## src/hdl/dqpc_pkg.sv

```systemverilog
// constants, register map and mode encoding of the dual quadrature pulse counter
package dqpc_pkg;

  localparam int NUM_CNT = 2;
  localparam int CNT_W   = 32;
  localparam int WB_AW   = 32;
  localparam int WB_DW   = 32;

  // register byte addresses
  localparam logic [WB_AW-1:0] ADR_C1_CAP_RISE = 32'h2040_0204;
  localparam logic [WB_AW-1:0] ADR_C1_CAP_FALL = 32'h2040_0208;
  localparam logic [WB_AW-1:0] ADR_C1_STATUS   = 32'h2040_020C;
  localparam logic [WB_AW-1:0] ADR_C2_CAP_RISE = 32'h2040_0214;
  localparam logic [WB_AW-1:0] ADR_C2_CAP_FALL = 32'h2040_0218;
  localparam logic [WB_AW-1:0] ADR_C2_STATUS   = 32'h2040_021C;
  localparam logic [WB_AW-1:0] ADR_RUN_CTRL    = 32'h2040_0300;
  localparam logic [WB_AW-1:0] ADR_ZERO_CMD    = 32'h2040_0310;
  localparam logic [WB_AW-1:0] ADR_CAPTURE_CMD = 32'h2040_0320;
  localparam logic [WB_AW-1:0] ADR_INPUT_ROLE  = 32'h2040_0330;
  localparam logic [WB_AW-1:0] ADR_CLK_SOURCE  = 32'h2040_0340;
  localparam logic [WB_AW-1:0] ADR_SUBMODE     = 32'h2040_0350;
  localparam logic [WB_AW-1:0] ADR_ZERO_GATE   = 32'h2040_0360;

  // status register field positions
  localparam int ST_ENABLED_BIT = 0;
  localparam int ST_DIR_UP_BIT  = 1;
  localparam int ST_INPUT_BIT   = 2;

  // reset values, one bit per counter; RST_COUNT is the 32-bit count value
  localparam logic [NUM_CNT-1:0] RST_RUN       = 2'h0;
  localparam logic [NUM_CNT-1:0] RST_ROLE      = 2'h0;
  localparam logic [NUM_CNT-1:0] RST_SOURCE    = 2'h0;
  localparam logic [NUM_CNT-1:0] RST_SUBMODE   = 2'h0;
  localparam logic [NUM_CNT-1:0] RST_ZERO_GATE = 2'h3;
  localparam logic [CNT_W-1:0]   RST_COUNT     = 32'h0000_0000;

  // reference clock: fractional accumulator, rates in MHz
  localparam int CLK_MHZ      = 250;
  localparam int REF_FAST_MHZ = 20;
  localparam int REF_SLOW_MHZ = 5;
  localparam int REF_PRESCALE = REF_FAST_MHZ / REF_SLOW_MHZ;
  localparam int ACC_W        = 8;
  localparam logic [ACC_W-1:0] ACC_STEP = ACC_W'(REF_FAST_MHZ);
  localparam logic [ACC_W-1:0] ACC_MOD  = ACC_W'(CLK_MHZ);
  localparam logic [1:0]       PRE_LAST = 2'(REF_PRESCALE - 1);

  typedef enum logic [1:0] {
    MODE_QUAD   = 2'b00,
    MODE_CLKDIR = 2'b01,
    MODE_REF20  = 2'b10,
    MODE_REF5   = 2'b11
  } dqpc_mode_e;

endpackage : dqpc_pkg

```

## src/hdl/dqpc_top.sv

```systemverilog
// two 32-bit up/down counters with capture registers behind a classic wishbone slave
// Summary of operation
// - two independent 32-bit up/down counters, shared control registers with one bit each
// - each counter has a rise capture and a fall capture register
// - clock-and-direction: each rising clock edge steps by one, direction 1 up, 0 down
// - quadrature: every edge of A and B counts once, direction from edge order
// - role bit: 0 makes the clear/capture input clear, 1 makes it capture
// - event counting: high input level clears counter or copies it into rise capture
// - measurement counts a 20 MHz reference, or 5 MHz through a prescaler
// - measurement: input rising edge fills rise capture, falling edge fills fall capture
// - source bit: 0 external event counting, 1 internal reference measurement
// - sub-mode bit: external 0 quadrature 1 clock-direction; internal 0 20MHz 1 5MHz
// - enable register bit per counter; every write sets both counters
// - writing 1 to a zero command bit clears that counter, 0 does nothing
// - writing 1 to a capture command bit copies count into rise capture
// - each capture register reads as a full word at its own address
// - each counter has a readable status register
// - clear and capture commands self-clear; enable and mode bits hold
// - a new capture overwrites the previous captured value
//
// The Wishbone interface to the registers was decided locally.
`timescale 1ns/1ps
`default_nettype none

module dqpc_top (
  input  wire logic                        clk_i,
  input  wire logic                        rst_i,
  input  wire logic                        ce_i,
  input  wire logic                        wb_cyc_i,
  input  wire logic                        wb_stb_i,
  input  wire logic                        wb_we_i,
  input  wire logic [dqpc_pkg::WB_AW-1:0]  wb_adr_i,
  input  wire logic [3:0]                  wb_sel_i,
  input  wire logic [dqpc_pkg::WB_DW-1:0]  wb_dat_i,
  output logic      [dqpc_pkg::WB_DW-1:0]  wb_dat_o,
  output logic                             wb_ack_o,
  input  wire logic [dqpc_pkg::NUM_CNT-1:0] a_clk_i,
  input  wire logic [dqpc_pkg::NUM_CNT-1:0] b_dir_i,
  input  wire logic [dqpc_pkg::NUM_CNT-1:0] clear_capture_input_i
);

  localparam int N = dqpc_pkg::NUM_CNT;
  localparam int W = dqpc_pkg::CNT_W;

  // quadrature step: returns {up, down}; a double change is an illegal skip and is dropped
  function automatic logic [1:0] quad_step(input logic [1:0] prv, input logic [1:0] now);
    logic [1:0] res;
    res = 2'b00;
    unique case ({prv, now})
      4'b0001, 4'b0111, 4'b1110, 4'b1000: res = 2'b10;
      4'b0010, 4'b1011, 4'b1101, 4'b0100: res = 2'b01;
      default:                            res = 2'b00;
    endcase
    return res;
  endfunction : quad_step

  function automatic logic wr_hit(input logic [dqpc_pkg::WB_AW-1:0] adr, input logic [dqpc_pkg::WB_AW-1:0] target);
    return adr == target;
  endfunction : wr_hit

  // control registers
  logic [N-1:0] run_en;
  logic [N-1:0] role;
  logic [N-1:0] source;
  logic [N-1:0] submode;
  logic [N-1:0] zero_gate;

  // counting state
  logic [W-1:0] count     [N];
  logic [W-1:0] cap_rise  [N];
  logic [W-1:0] cap_fall  [N];
  logic [N-1:0] dir_up;
  logic [N-1:0] a_prv;
  logic [N-1:0] b_prv;
  logic [N-1:0] cc_prv;

  // reference clock generation
  logic [dqpc_pkg::ACC_W-1:0] ref_acc;
  logic                       ref_tick;
  logic [1:0]                 ref_pre;
  logic [dqpc_pkg::ACC_W:0]   acc_sum;
  logic [dqpc_pkg::ACC_W:0]   acc_wrap;

  logic         req;
  logic         wr_take;
  logic [N-1:0] zero_now;
  logic [N-1:0] cap_rise_now;
  logic [N-1:0] cap_fall_now;
  logic [N-1:0] step_up;
  logic [N-1:0] step_dn;
  logic [W-1:0] next_count [N];

  assign req     = wb_cyc_i & wb_stb_i;
  // a write takes effect at the edge where the master sees ack
  assign wr_take = ce_i & req & wb_we_i & wb_ack_o & wb_sel_i[0];
  // one spare bit so that the sum cannot wrap before it meets the modulus
  assign acc_sum  = {1'b0, ref_acc} + {1'b0, dqpc_pkg::ACC_STEP};
  assign acc_wrap = acc_sum - {1'b0, dqpc_pkg::ACC_MOD};

  always_ff @(posedge clk_i) begin
    if (rst_i) begin
      ref_acc  <= '0;
      ref_tick <= 1'b0;
      ref_pre  <= 2'h0;
    end else if (ce_i) begin
      // 250 is not a multiple of 20, so ticks come every 12 or 13 cycles, averaging 20 MHz
      if (acc_sum >= {1'b0, dqpc_pkg::ACC_MOD}) begin
        ref_acc  <= acc_wrap[dqpc_pkg::ACC_W-1:0];
        ref_tick <= 1'b1;
      end else begin
        ref_acc  <= acc_sum[dqpc_pkg::ACC_W-1:0];
        ref_tick <= 1'b0;
      end
      if (ref_tick) begin
        ref_pre <= (ref_pre == dqpc_pkg::PRE_LAST) ? 2'h0 : ref_pre + 2'h1;
      end
    end
  end

  always_comb begin
    for (int i = 0; i < N; i++) begin
      step_up[i] = 1'b0;
      step_dn[i] = 1'b0;
      // mode from source and sub-mode bits
      unique case (dqpc_pkg::dqpc_mode_e'({source[i], submode[i]}))
        dqpc_pkg::MODE_QUAD: begin
          {step_up[i], step_dn[i]} = quad_step({a_prv[i], b_prv[i]}, {a_clk_i[i], b_dir_i[i]});
        end
        dqpc_pkg::MODE_CLKDIR: begin
          if (a_clk_i[i] && !a_prv[i]) begin
            step_up[i] = b_dir_i[i];
            step_dn[i] = !b_dir_i[i];
          end
        end
        dqpc_pkg::MODE_REF20: begin
          step_up[i] = ref_tick;
        end
        dqpc_pkg::MODE_REF5: begin
          step_up[i] = ref_tick && (ref_pre == dqpc_pkg::PRE_LAST);
        end
      endcase
      if (!run_en[i]) begin
        step_up[i] = 1'b0;
        step_dn[i] = 1'b0;
      end
      // level clear in zero role; zero command
      zero_now[i] = (!source[i] && !role[i] && zero_gate[i] && clear_capture_input_i[i])
                    || (wr_take && wr_hit(wb_adr_i, dqpc_pkg::ADR_ZERO_CMD) && wb_dat_i[i]);
      // every source of a rise capture
      cap_rise_now[i] = (!source[i] && role[i] && clear_capture_input_i[i])
                        || (source[i] && clear_capture_input_i[i] && !cc_prv[i])
                        || (wr_take && wr_hit(wb_adr_i, dqpc_pkg::ADR_CAPTURE_CMD) && wb_dat_i[i]);
      cap_fall_now[i] = source[i] && !clear_capture_input_i[i] && cc_prv[i];
      // plain modulo arithmetic wraps both ways
      if (zero_now[i]) begin
        next_count[i] = '0;
      end else if (step_up[i]) begin
        next_count[i] = count[i] + W'(1);
      end else if (step_dn[i]) begin
        next_count[i] = count[i] - W'(1);
      end else begin
        next_count[i] = count[i];
      end
    end
  end

  always_ff @(posedge clk_i) begin
    if (rst_i) begin
      for (int i = 0; i < N; i++) begin
        count[i]    <= dqpc_pkg::RST_COUNT;
        cap_rise[i] <= dqpc_pkg::RST_COUNT;
        cap_fall[i] <= dqpc_pkg::RST_COUNT;
      end
      dir_up <= '0;
      a_prv  <= '0;
      b_prv  <= '0;
      cc_prv <= '0;
    end else if (ce_i) begin
      a_prv  <= a_clk_i;
      b_prv  <= b_dir_i;
      cc_prv <= clear_capture_input_i;
      for (int i = 0; i < N; i++) begin
        count[i] <= next_count[i];
        // captures take the pre-update count and overwrite
        if (cap_rise_now[i]) begin
          cap_rise[i] <= count[i];
        end
        if (cap_fall_now[i]) begin
          cap_fall[i] <= count[i];
        end
        if (step_up[i] || step_dn[i]) begin
          dir_up[i] <= step_up[i];
        end
      end
    end
  end

  // enable and mode bits hold until rewritten
  always_ff @(posedge clk_i) begin
    if (rst_i) begin
      run_en    <= dqpc_pkg::RST_RUN;
      role      <= dqpc_pkg::RST_ROLE;
      source    <= dqpc_pkg::RST_SOURCE;
      submode   <= dqpc_pkg::RST_SUBMODE;
      zero_gate <= dqpc_pkg::RST_ZERO_GATE;
    end else if (wr_take) begin
      if (wr_hit(wb_adr_i, dqpc_pkg::ADR_RUN_CTRL)) begin
        run_en <= wb_dat_i[N-1:0];
      end
      if (wr_hit(wb_adr_i, dqpc_pkg::ADR_INPUT_ROLE)) begin
        role <= wb_dat_i[N-1:0];
      end
      if (wr_hit(wb_adr_i, dqpc_pkg::ADR_CLK_SOURCE)) begin
        source <= wb_dat_i[N-1:0];
      end
      if (wr_hit(wb_adr_i, dqpc_pkg::ADR_SUBMODE)) begin
        submode <= wb_dat_i[N-1:0];
      end
      if (wr_hit(wb_adr_i, dqpc_pkg::ADR_ZERO_GATE)) begin
        zero_gate <= wb_dat_i[N-1:0];
      end
    end
  end

  function automatic logic [dqpc_pkg::WB_DW-1:0] status_word(input int i);
    logic [dqpc_pkg::WB_DW-1:0] s;
    s = '0;
    s[dqpc_pkg::ST_ENABLED_BIT] = run_en[i];
    s[dqpc_pkg::ST_DIR_UP_BIT]  = dir_up[i];
    s[dqpc_pkg::ST_INPUT_BIT]   = cc_prv[i];
    return s;
  endfunction : status_word

  // wishbone slave: ack one cycle after the request, unmapped reads give zero
  always_ff @(posedge clk_i) begin
    if (rst_i) begin
      wb_ack_o <= 1'b0;
      wb_dat_o <= '0;
    end else if (ce_i) begin
      wb_ack_o <= req && !wb_ack_o;
      if (req && !wb_ack_o) begin
        unique case (wb_adr_i)
          dqpc_pkg::ADR_C1_CAP_RISE: wb_dat_o <= cap_rise[0];
          dqpc_pkg::ADR_C1_CAP_FALL: wb_dat_o <= cap_fall[0];
          dqpc_pkg::ADR_C2_CAP_RISE: wb_dat_o <= cap_rise[1];
          dqpc_pkg::ADR_C2_CAP_FALL: wb_dat_o <= cap_fall[1];
          dqpc_pkg::ADR_C1_STATUS:   wb_dat_o <= status_word(0);
          dqpc_pkg::ADR_C2_STATUS:   wb_dat_o <= status_word(1);
          dqpc_pkg::ADR_RUN_CTRL:    wb_dat_o <= {30'h0000_0000, run_en};
          dqpc_pkg::ADR_INPUT_ROLE:  wb_dat_o <= {30'h0000_0000, role};
          dqpc_pkg::ADR_CLK_SOURCE:  wb_dat_o <= {30'h0000_0000, source};
          dqpc_pkg::ADR_SUBMODE:     wb_dat_o <= {30'h0000_0000, submode};
          dqpc_pkg::ADR_ZERO_GATE:   wb_dat_o <= {30'h0000_0000, zero_gate};
          default:                   wb_dat_o <= '0;
        endcase
      end
    end
  end

  for (genvar g = 0; g < N; g++) begin : g_chk

  end
endmodule : dqpc_top

`default_nettype wire

```

## config.mk

```make
export PLATFORM = sky130hd
export DESIGN_NAME = dqpc_top
export DESIGN_NICKNAME = d
export VERILOG_FILES = /design/src/hdl/dqpc_pkg.sv /design/src/hdl/dqpc_top.sv
export SDC_FILE = /design/constraint.sdc
export NUM_CORES = 1
export LEC_CHECK = 0
export BUFFER_PORTS_ARGS = -buffer_cell sky130_fd_sc_hd__buf_4
export CORE_UTILIZATION = 51
export DETAILED_ROUTE_END_ITERATION = 12
export GPL_TIMING_DRIVEN = 0
export PLACE_DENSITY = 0.67
export SYNTH_ARGS = -nofsm -noshare
export SYNTH_HDL_FRONTEND = slang
export SYNTH_SLANG_ARGS = --single-unit
```

## constraint.sdc

```tcl
create_clock -name clk_i -period 8.6 [get_ports clk_i]
set_input_delay 0.43 -clock clk_i [delete_from_list [all_inputs] [get_ports clk_i]]
set_output_delay 0.43 -clock clk_i [all_outputs]
set_load 0.01 [all_outputs]
```

==> qor.yml, run 1 <==
clocking:
  clock_path_buffers: 3
  cts_buffers: 28
  root_buffer: "clkbuf_16"
  cts_max_level: 1
  clkTransAtPathRegs_ns: 0.06
  postCtsHoldBufs: 0
  cts.repair.resized: 0
  clock_sinks: 253
  post_cts_buffers: 0
  cts_tree: "done"
  clk_latency_ns: 0.55
logic_synthesis:
  yosysUniqueCellTypes: 69
  syn_area_sq_um: 13890
  synth_seq_area_share: 0.5031
  ys_ff_latch: 253
  synthCells: 1329
  synth-edff-count: 192
  synth_fp_nets: 1478
  ys_warn_count: 0
  avgSynthCellArea_sq_um: 10.45
  yosys_most_used_dff: "edfxtp_1"
  synthArstFlopShare: 0
global_route:
  grt_start_max_net_pins: 34
  antenna_found_initial: 0
  grt_overflow_total: 0
  track_usage: 0.2608
  grt_pass1_vias: 10250
  grt_pass1_wl_um: 56910
floorplanning:
  die_h_um: 167.0
  ios: 113
  rows: 60
  initial_utilization: 0.5182
  dieArea_sq_um: 27890
  design.core.area_sq_um: 26800
  die_x_um: 167.0
critical_path:
  crit_path_end_kind: "flop"
  crit_required_ns: 8.89
  arrival_ns: 4.82
  crit_type: "reg -> reg"
  worst-r2r-setup-slack_ns: 4.07
  crit_family: "compound AO/OA/AOI/OAI gates"
  reg2reg_depth: 14
  max_stage_delay_ns: 0.59
  startpoint_type: "flop"
  r2r-start: "source[0]"
  worstReg2RegEnd: "count[0][30]"
  slowest_stage: "ha_1"
  crit_path_cell_trace: "clkbuf_1, nor4bb_1, a21oi_1, a221oi_1, nand2_2, ha_1, nor2b_1, o31a_1, o221ai_1, a211oi_1, o211a_1, o2111a_1, o21ai_0, nor3b_1"
  worstPathMaxFanout: 33
  critical_path_buf_inv_count: 1
power_and_ir_drop:
  leakagePower_uw: 0.006461
  power-per-cell-area_nw_per_um2: 192.3
  irDropWorstVdd_uv: 114.6
sta:
  fmax_mhz: 220.6
  final-max-slew-violation-count: 0
  finalWorstSetupSlack_ns: 4.066
  worst_clock_skew_ns: 0.01885
  finalSetupTns_ns: 0
  fin_crit_sh: 0.5272
  finalCriticalPeriod_ns: 4.534
  setup_viol: 0
  hold_viol: 0
  worstMarginPinSlew_ns: 0.9361
  rsz0062_at_grt: "no"
  max_slew_margin: 0.3759
routing:
  vias: 10640
  via_per_inst: 5.916
  drtIter0Drc: 983
  ant_nets: 0
  routed_wl_um: 36400
  drc: 0
  first_pass_iters: 5
  wl_per_cell_um: 20.23
place:
  gp_congestion: 0.9466
  dp_slack_ns: 4.089
  dp_hpwl_um: 25900
  io_buffers: 74
outcome:
  outcome: "finished clean"
min_path:
  holdCritPathClass: "in -> reg"
  hold_path_end: "a_prv[1]"
  hold_start: "a_clk_i[1]"
  min_path_cells: 3
layout:
  final.fill_count: 2278
  drive_gt1_frac: 0.1118
  nets: 1585
  n_antenna_cell: 0
  area.growth.synth_to_final_pct: 14.18
run:
  cap_viol_max_count: 0
-- worst register-to-register path, cell delays in order, from the launching register on --
cell      delay, ns
dfxtp_1        0.30
clkbuf_1       0.20
nor4bb_1       0.36
a21oi_1        0.08
a221oi_1       0.32
nand2_2        0.55
ha_1           0.61
nor2b_1        0.26
o31a_1         0.22
o221ai_1       0.20
a211oi_1       0.45
o211a_1        0.27
o2111a_1       0.23
o21ai_0        0.08
nor3b_1        0.14
-- state kept, by name, summed over array words and instances (netlist names), 7 cells and up --
register  cells
cap_fall     64
cap_rise     64
count        64
wb_dat_o     32
ref_acc       7
-- cell usage after synthesis, types with 4 or more instances --
library cell	instances	area, sq um
xnor2_1	26	227.7
o21a_1	11	82.58
o21bai_1	5	37.54
a211o_1	4	35.03
nand2b_1	10	62.56
o21ai_0	46	230.2
a21o_1	43	322.8
a21oi_1	73	365.4
nor2_1	127	476.7
and2_1	135	844.6
nand2_1	130	488.0
or2_2	5	31.28
a221oi_1	7	61.31
nor3_1	30	150.1
nor2b_1	10	62.56
a22o_1	30	262.8
clkbuf_1	42	157.7
mux2i_1	20	200.2
o211ai_1	9	67.56
buf_2	13	65.06
a31oi_1	12	75.07
edfxtp_1	192	5766
nand3b_1	8	60.06
buf_6	6	67.56
inv_1	31	116.4
nand4_1	9	56.30
ha_1	67	838.3
a222oi_1	29	290.3
and3_1	10	62.56
dfxtp_1	61	1221
xor2_1	31	271.5
nor3b_1	10	75.07
a211oi_1	9	67.56
nand3_1	23	115.1
-- worst max-delay path by stage --
stage,from,end,slack [ns],cells after the start
CTS,source[0],count[0][30],4.08,14
global placement,b_dir_i[1],count[0][57],2.31,7
global route,source[0],count[0][30],3.77,14
finish,source[0],count[0][30],4.07,14
detailed placement,a_clk_i[0],count[0][30],4.09,14
floorplan,source[1],count[0][54],4.58,12
-- cell usage in the layout (no fill, tap or decap), types with 39 or more instances in the layout --
| cell | count |
|---|---|
| o21ai_0 | 46 |
| nor2_1 | 127 |
| a21o_1 | 39 |
| edfxtp_1 | 192 |
| dfxtp_1 | 61 |
| buf_4 | 74 |
| a21oi_1 | 73 |
| nand2_1 | 129 |
| and2_1 | 135 |
| ha_1 | 67 |
| clkbuf_1 | 57 |
-- cell families (layout without fill, tap and decap cells) --
| family | count (synthesis) | in the layout | share of synthesized area |
|---|---|---|---|
| simple gates | 520 | 520 | 0.1890 |
| compound gates | 312 | 312 | 0.1596 |
| flops | 253 | 253 | 0.5031 |
| buf+inv | 94 | 223 | 0.02982 |
| fa+ha+maj | 69 | 69 | 0.06325 |
| xor+xnor | 57 | 57 | 0.03595 |
| mux | 24 | 24 | 0.01928 |
-- power by group --
part	internal, uW	switching [uW]	total, uW
combinational	193	283	477
sequential	1370	38.2	1410
clock	679	486	1160
total	2240	807	3050
-- layer usage --
layer,vias to the layer above,GRT usage,part of all wire
met3,50,0.03232,0.060
met2,330,0.4379,0.47
li1,5114,-,-
met1,5148,0.3553,0.45
met5,-,0,0
met4,0,0.07206,0.022
-- layout make-up --
cell class | count | area (sq um) | area share
well taps | 341 | 426.7 | 0.02691
multi-input cells | 982 | 6529 | 0.4117
clock buffers | 47 | 823.3 | 0.05192
clock inverters | 5 | 53.80 | 0.003393
plain buffers | 63 | 297.8 | 0.01878
repair buffers | 77 | 623.1 | 0.03930
inverters | 31 | 116.4 | 0.007338
flip-flops and latches | 253 | 6987 | 0.4406
-- metrics by stage --
| stage | util | power [uW] | instance area, sq um | cells | hold slack, ns |
|---|---|---|---|---|---|
| floorplan | - | 1766 | 13890 | 1329 | 0.4400 |
| CTS | 0.5916 | 3058 | 15860 | 1799 | 0.1595 |
| global placement | 0.5548 | 1890 | 14870 | 1744 | 0.4501 |
| detailed placement | 0.5589 | 1900 | 14980 | 1747 | 0.4529 |
| global route | 0.5916 | 3165 | 15860 | 1799 | 0.1684 |
| finish | 0.5916 | 3049 | 15860 | 1799 | 0.1777 |
Note: power is estimated with default switching activity, not from simulation.
==> inputs of run 2 (changes only) <==
clock period = 4.2 ns   (was 8.6 ns; I/O delays follow)
==> run 2 against run 1 <==
Effect of this change: count of clock-buffer cells in the layout stayed put; non-clock buffer count is 11 higher; final cell count is 0.72% higher; final area is 1.2% higher; combinational power is 110% higher; register-to-register slack worse by 3.8 ns; largest cell class unchanged; power is 110% higher; sequential cell count stayed put; clock power is 110% higher; global-route usage is 0.30 points higher; via count is 1.2% higher; routed wire length is 2.0% higher; critical path type unchanged.
==> qor.yml, run 2 (synthesis results as in run 1) <==
layout:
  area.growth.synth_to_final_pct: 15.50  # was 14.18%
  top_regs: "cap_fall x64, cap_rise x64, count x64"  # unchanged
  n_antenna_cell: 0  # unchanged
  nets: 1598  # was 1585
  mostFrequentLayoutCell: "edfxtp_1"  # unchanged
  final_cell_mix: "192 x edfxtp_1, 135 x and2_1, 129 x nand2_1, 127 x nor2_1, 79 x buf_4"  # was 192 x edfxtp_1, 135 x and2_1, 129 x nand2_1, 127 x nor2_1, 74 x buf_4
  drive_gt1_frac: 0.1183  # was 0.1118
  fin_util: 0.5985  # was 0.5916
min_path:
  min_path_cells: 3  # unchanged
  holdCritPathClass: "in -> reg"  # unchanged
  hold_path_end: "role[1]"  # was a_prv[1]
  hold_start: "wb_dat_i[1]"  # was a_clk_i[1]
critical_path:
  crit_path_end_kind: "flop"  # unchanged
  worstReg2RegEnd: "count[0][26]"  # was count[0][30]
  startpoint_type: "flop"  # unchanged
  r2r-start: "source[0]"  # unchanged
  crit_required_ns: 4.58  # was 8.89 ns
  worst-r2r-setup-slack_ns: 0.24  # was 4.07 ns
  reg2reg_depth: 15  # was 14
  arrival_ns: 4.34  # was 4.82 ns
  worstPathMaxFanout: 9  # was 33
  crit_type: "reg -> reg"  # unchanged
sta:
  fin_crit_sh: 0.9427  # was 0.5272
  fmax_mhz: 252.6  # was 220.6 MHz
  worstMarginPinSlew_ns: 0.9558  # was 0.9361 ns
  rsz0062_at_grt: "no"  # unchanged
  finalCriticalPeriod_ns: 3.959  # was 4.534 ns
  hold_viol: 0  # unchanged
  final-max-slew-violation-count: 0  # unchanged
  setup_viol: 0  # unchanged
  worst_clock_skew_ns: 0.01373  # was 0.01885 ns
  max_slew_margin: 0.3628  # was 0.3759
global_route:
  antenna_found_initial: 0  # unchanged
  grt_pass1_vias: 10330  # was 10.25k
  grt_overflow_total: 0  # unchanged
  grt_start_max_net_pins: 33  # was 34
  track_usage: 0.2638  # was 0.2608
  grt_pass1_wl_um: 57440  # was 56910 um
routing:
  wl_per_cell_um: 20.50  # was 20.23 um
  vias: 10770  # was 10.64k
  drtIter0Drc: 1026  # was 983
  drc: 0  # unchanged
  routed_wl_um: 37140  # was 36400 um
  ant_nets: 0  # unchanged
  via_per_inst: 5.942  # was 5.916
  first_pass_iters: 7  # was 5
clocking:
  clock_sinks: 253  # unchanged
  root_buffer: "clkbuf_16"  # unchanged
  cts_buffers: 28  # unchanged
  clock_path_buffers: 3  # unchanged
  clkTransAtPathRegs_ns: 0.06  # about the same
  clk_latency_ns: 0.54  # was 0.55 ns
  cts_tree: "done"  # unchanged
  cts_max_level: 1  # unchanged
power_and_ir_drop:
  irDropWorstVdd_uv: 235.4  # was 114.6 uV
  fin_total_pwr_uw: 6268  # was 3049 uW
  leakagePower_uw: 0.006551  # was 0.006461 uW
  power-per-cell-area_nw_per_um2: 390.8  # was 192.3 nW/um^2
floorplanning:
  dieArea_sq_um: 27890  # unchanged
  die_x_um: 167.0  # unchanged
  rows: 60  # unchanged
  ios: 113  # unchanged
  initial_utilization: 0.5182  # unchanged
  design.core.area_sq_um: 26800  # unchanged
  die_h_um: 167.0  # unchanged
outcome:
  outcome: "finished clean"  # unchanged
place:
  io_buffers: 74  # unchanged
  gp_congestion: 0.9466  # unchanged
  dp_hpwl_um: 25900  # unchanged
run:
  cap_viol_max_count: 0  # unchanged
[run 2: final cells by class]
cell class                 instances  area [sq um]
fill                            2262         10760
sequential                       253          6987
multi-input combinational        984          6608
clock buffer                      47         823.3
timing repair buffer              89         730.7
tap                              341         426.7
buffer                            62         294.0
inverter                          31         116.4
clock inverter                     5         53.80
[run 2: per-stage QoR]
step	instances	instance area [sq um]	hold slack, ns	setup TNS, ns	worst slack (ns)
6_report	1812	16040	0.08705	0	0.2407
5_1_grt	1812	16040	0.1032	0	0.02150
4_1_cts	1808	15970	0.07731	0	0.008865
3_5_place_dp	1747	14980	0.4529	-1.564	-0.2895
3_3_place_gp	1744	14870	0.4501	-138.22	-2.035
2_1_floorplan	1329	13890	0.3539	0	0.1802
[run 2: worst max path at each step]
stage	start	to	slack, ns
3_5_place_dp	source[0]	count[0][30]	-0.29
6_report	source[0]	count[0][26]	0.24
4_1_cts	source[1]	count[0][61]	0.009
5_1_grt	source[1]	count[0][54]	0.02
3_3_place_gp	source[1]	count[0][57]	-2.03
2_1_floorplan	source[1]	count[0][54]	0.18
[run 2: critical path, cell delays in order, from the launching register on]
cell and delay (ns):
dfxtp_1 0.57, nor4bb_1 0.12, a21oi_1 0.25, a221oi_4 0.11, buf_4 0.18, nand2_2 0.19, inv_1 0.14, fa_1 0.45
nor2b_1 0.28, o31a_1 0.25, o221ai_2 0.16, a211oi_2 0.30, o211a_1 0.24, nor2_1 0.08, o21ai_0 0.24, mux2i_1 0.24
[run 2: where the power goes]
part / internal, uW / switching (uW)
clock network: 1390 / 988
logic: 411 / 595
registers: 2810 / 78.1
total: 4610 / 1660
[run 2: routing by layer]
metal,global-route usage,vias to the layer above,part of all wire
li1,-,5147,-
met3,0.03375,60,0.065
met2,0.4453,384,0.47
met5,0,-,0
met1,0.3569,5176,0.44
met4,0.07246,0,0.023
[run 2: timing repair]
item                                   4_1_cts  5_1_grt
pin swaps                                    2        2
endpoints found under the hold margin       10        0
gates resized for setup                      4        6
cloned                                       1        1
setup buffers                                1        4
hold buffers                                 7        0
setup endpoints to repair                   15       20
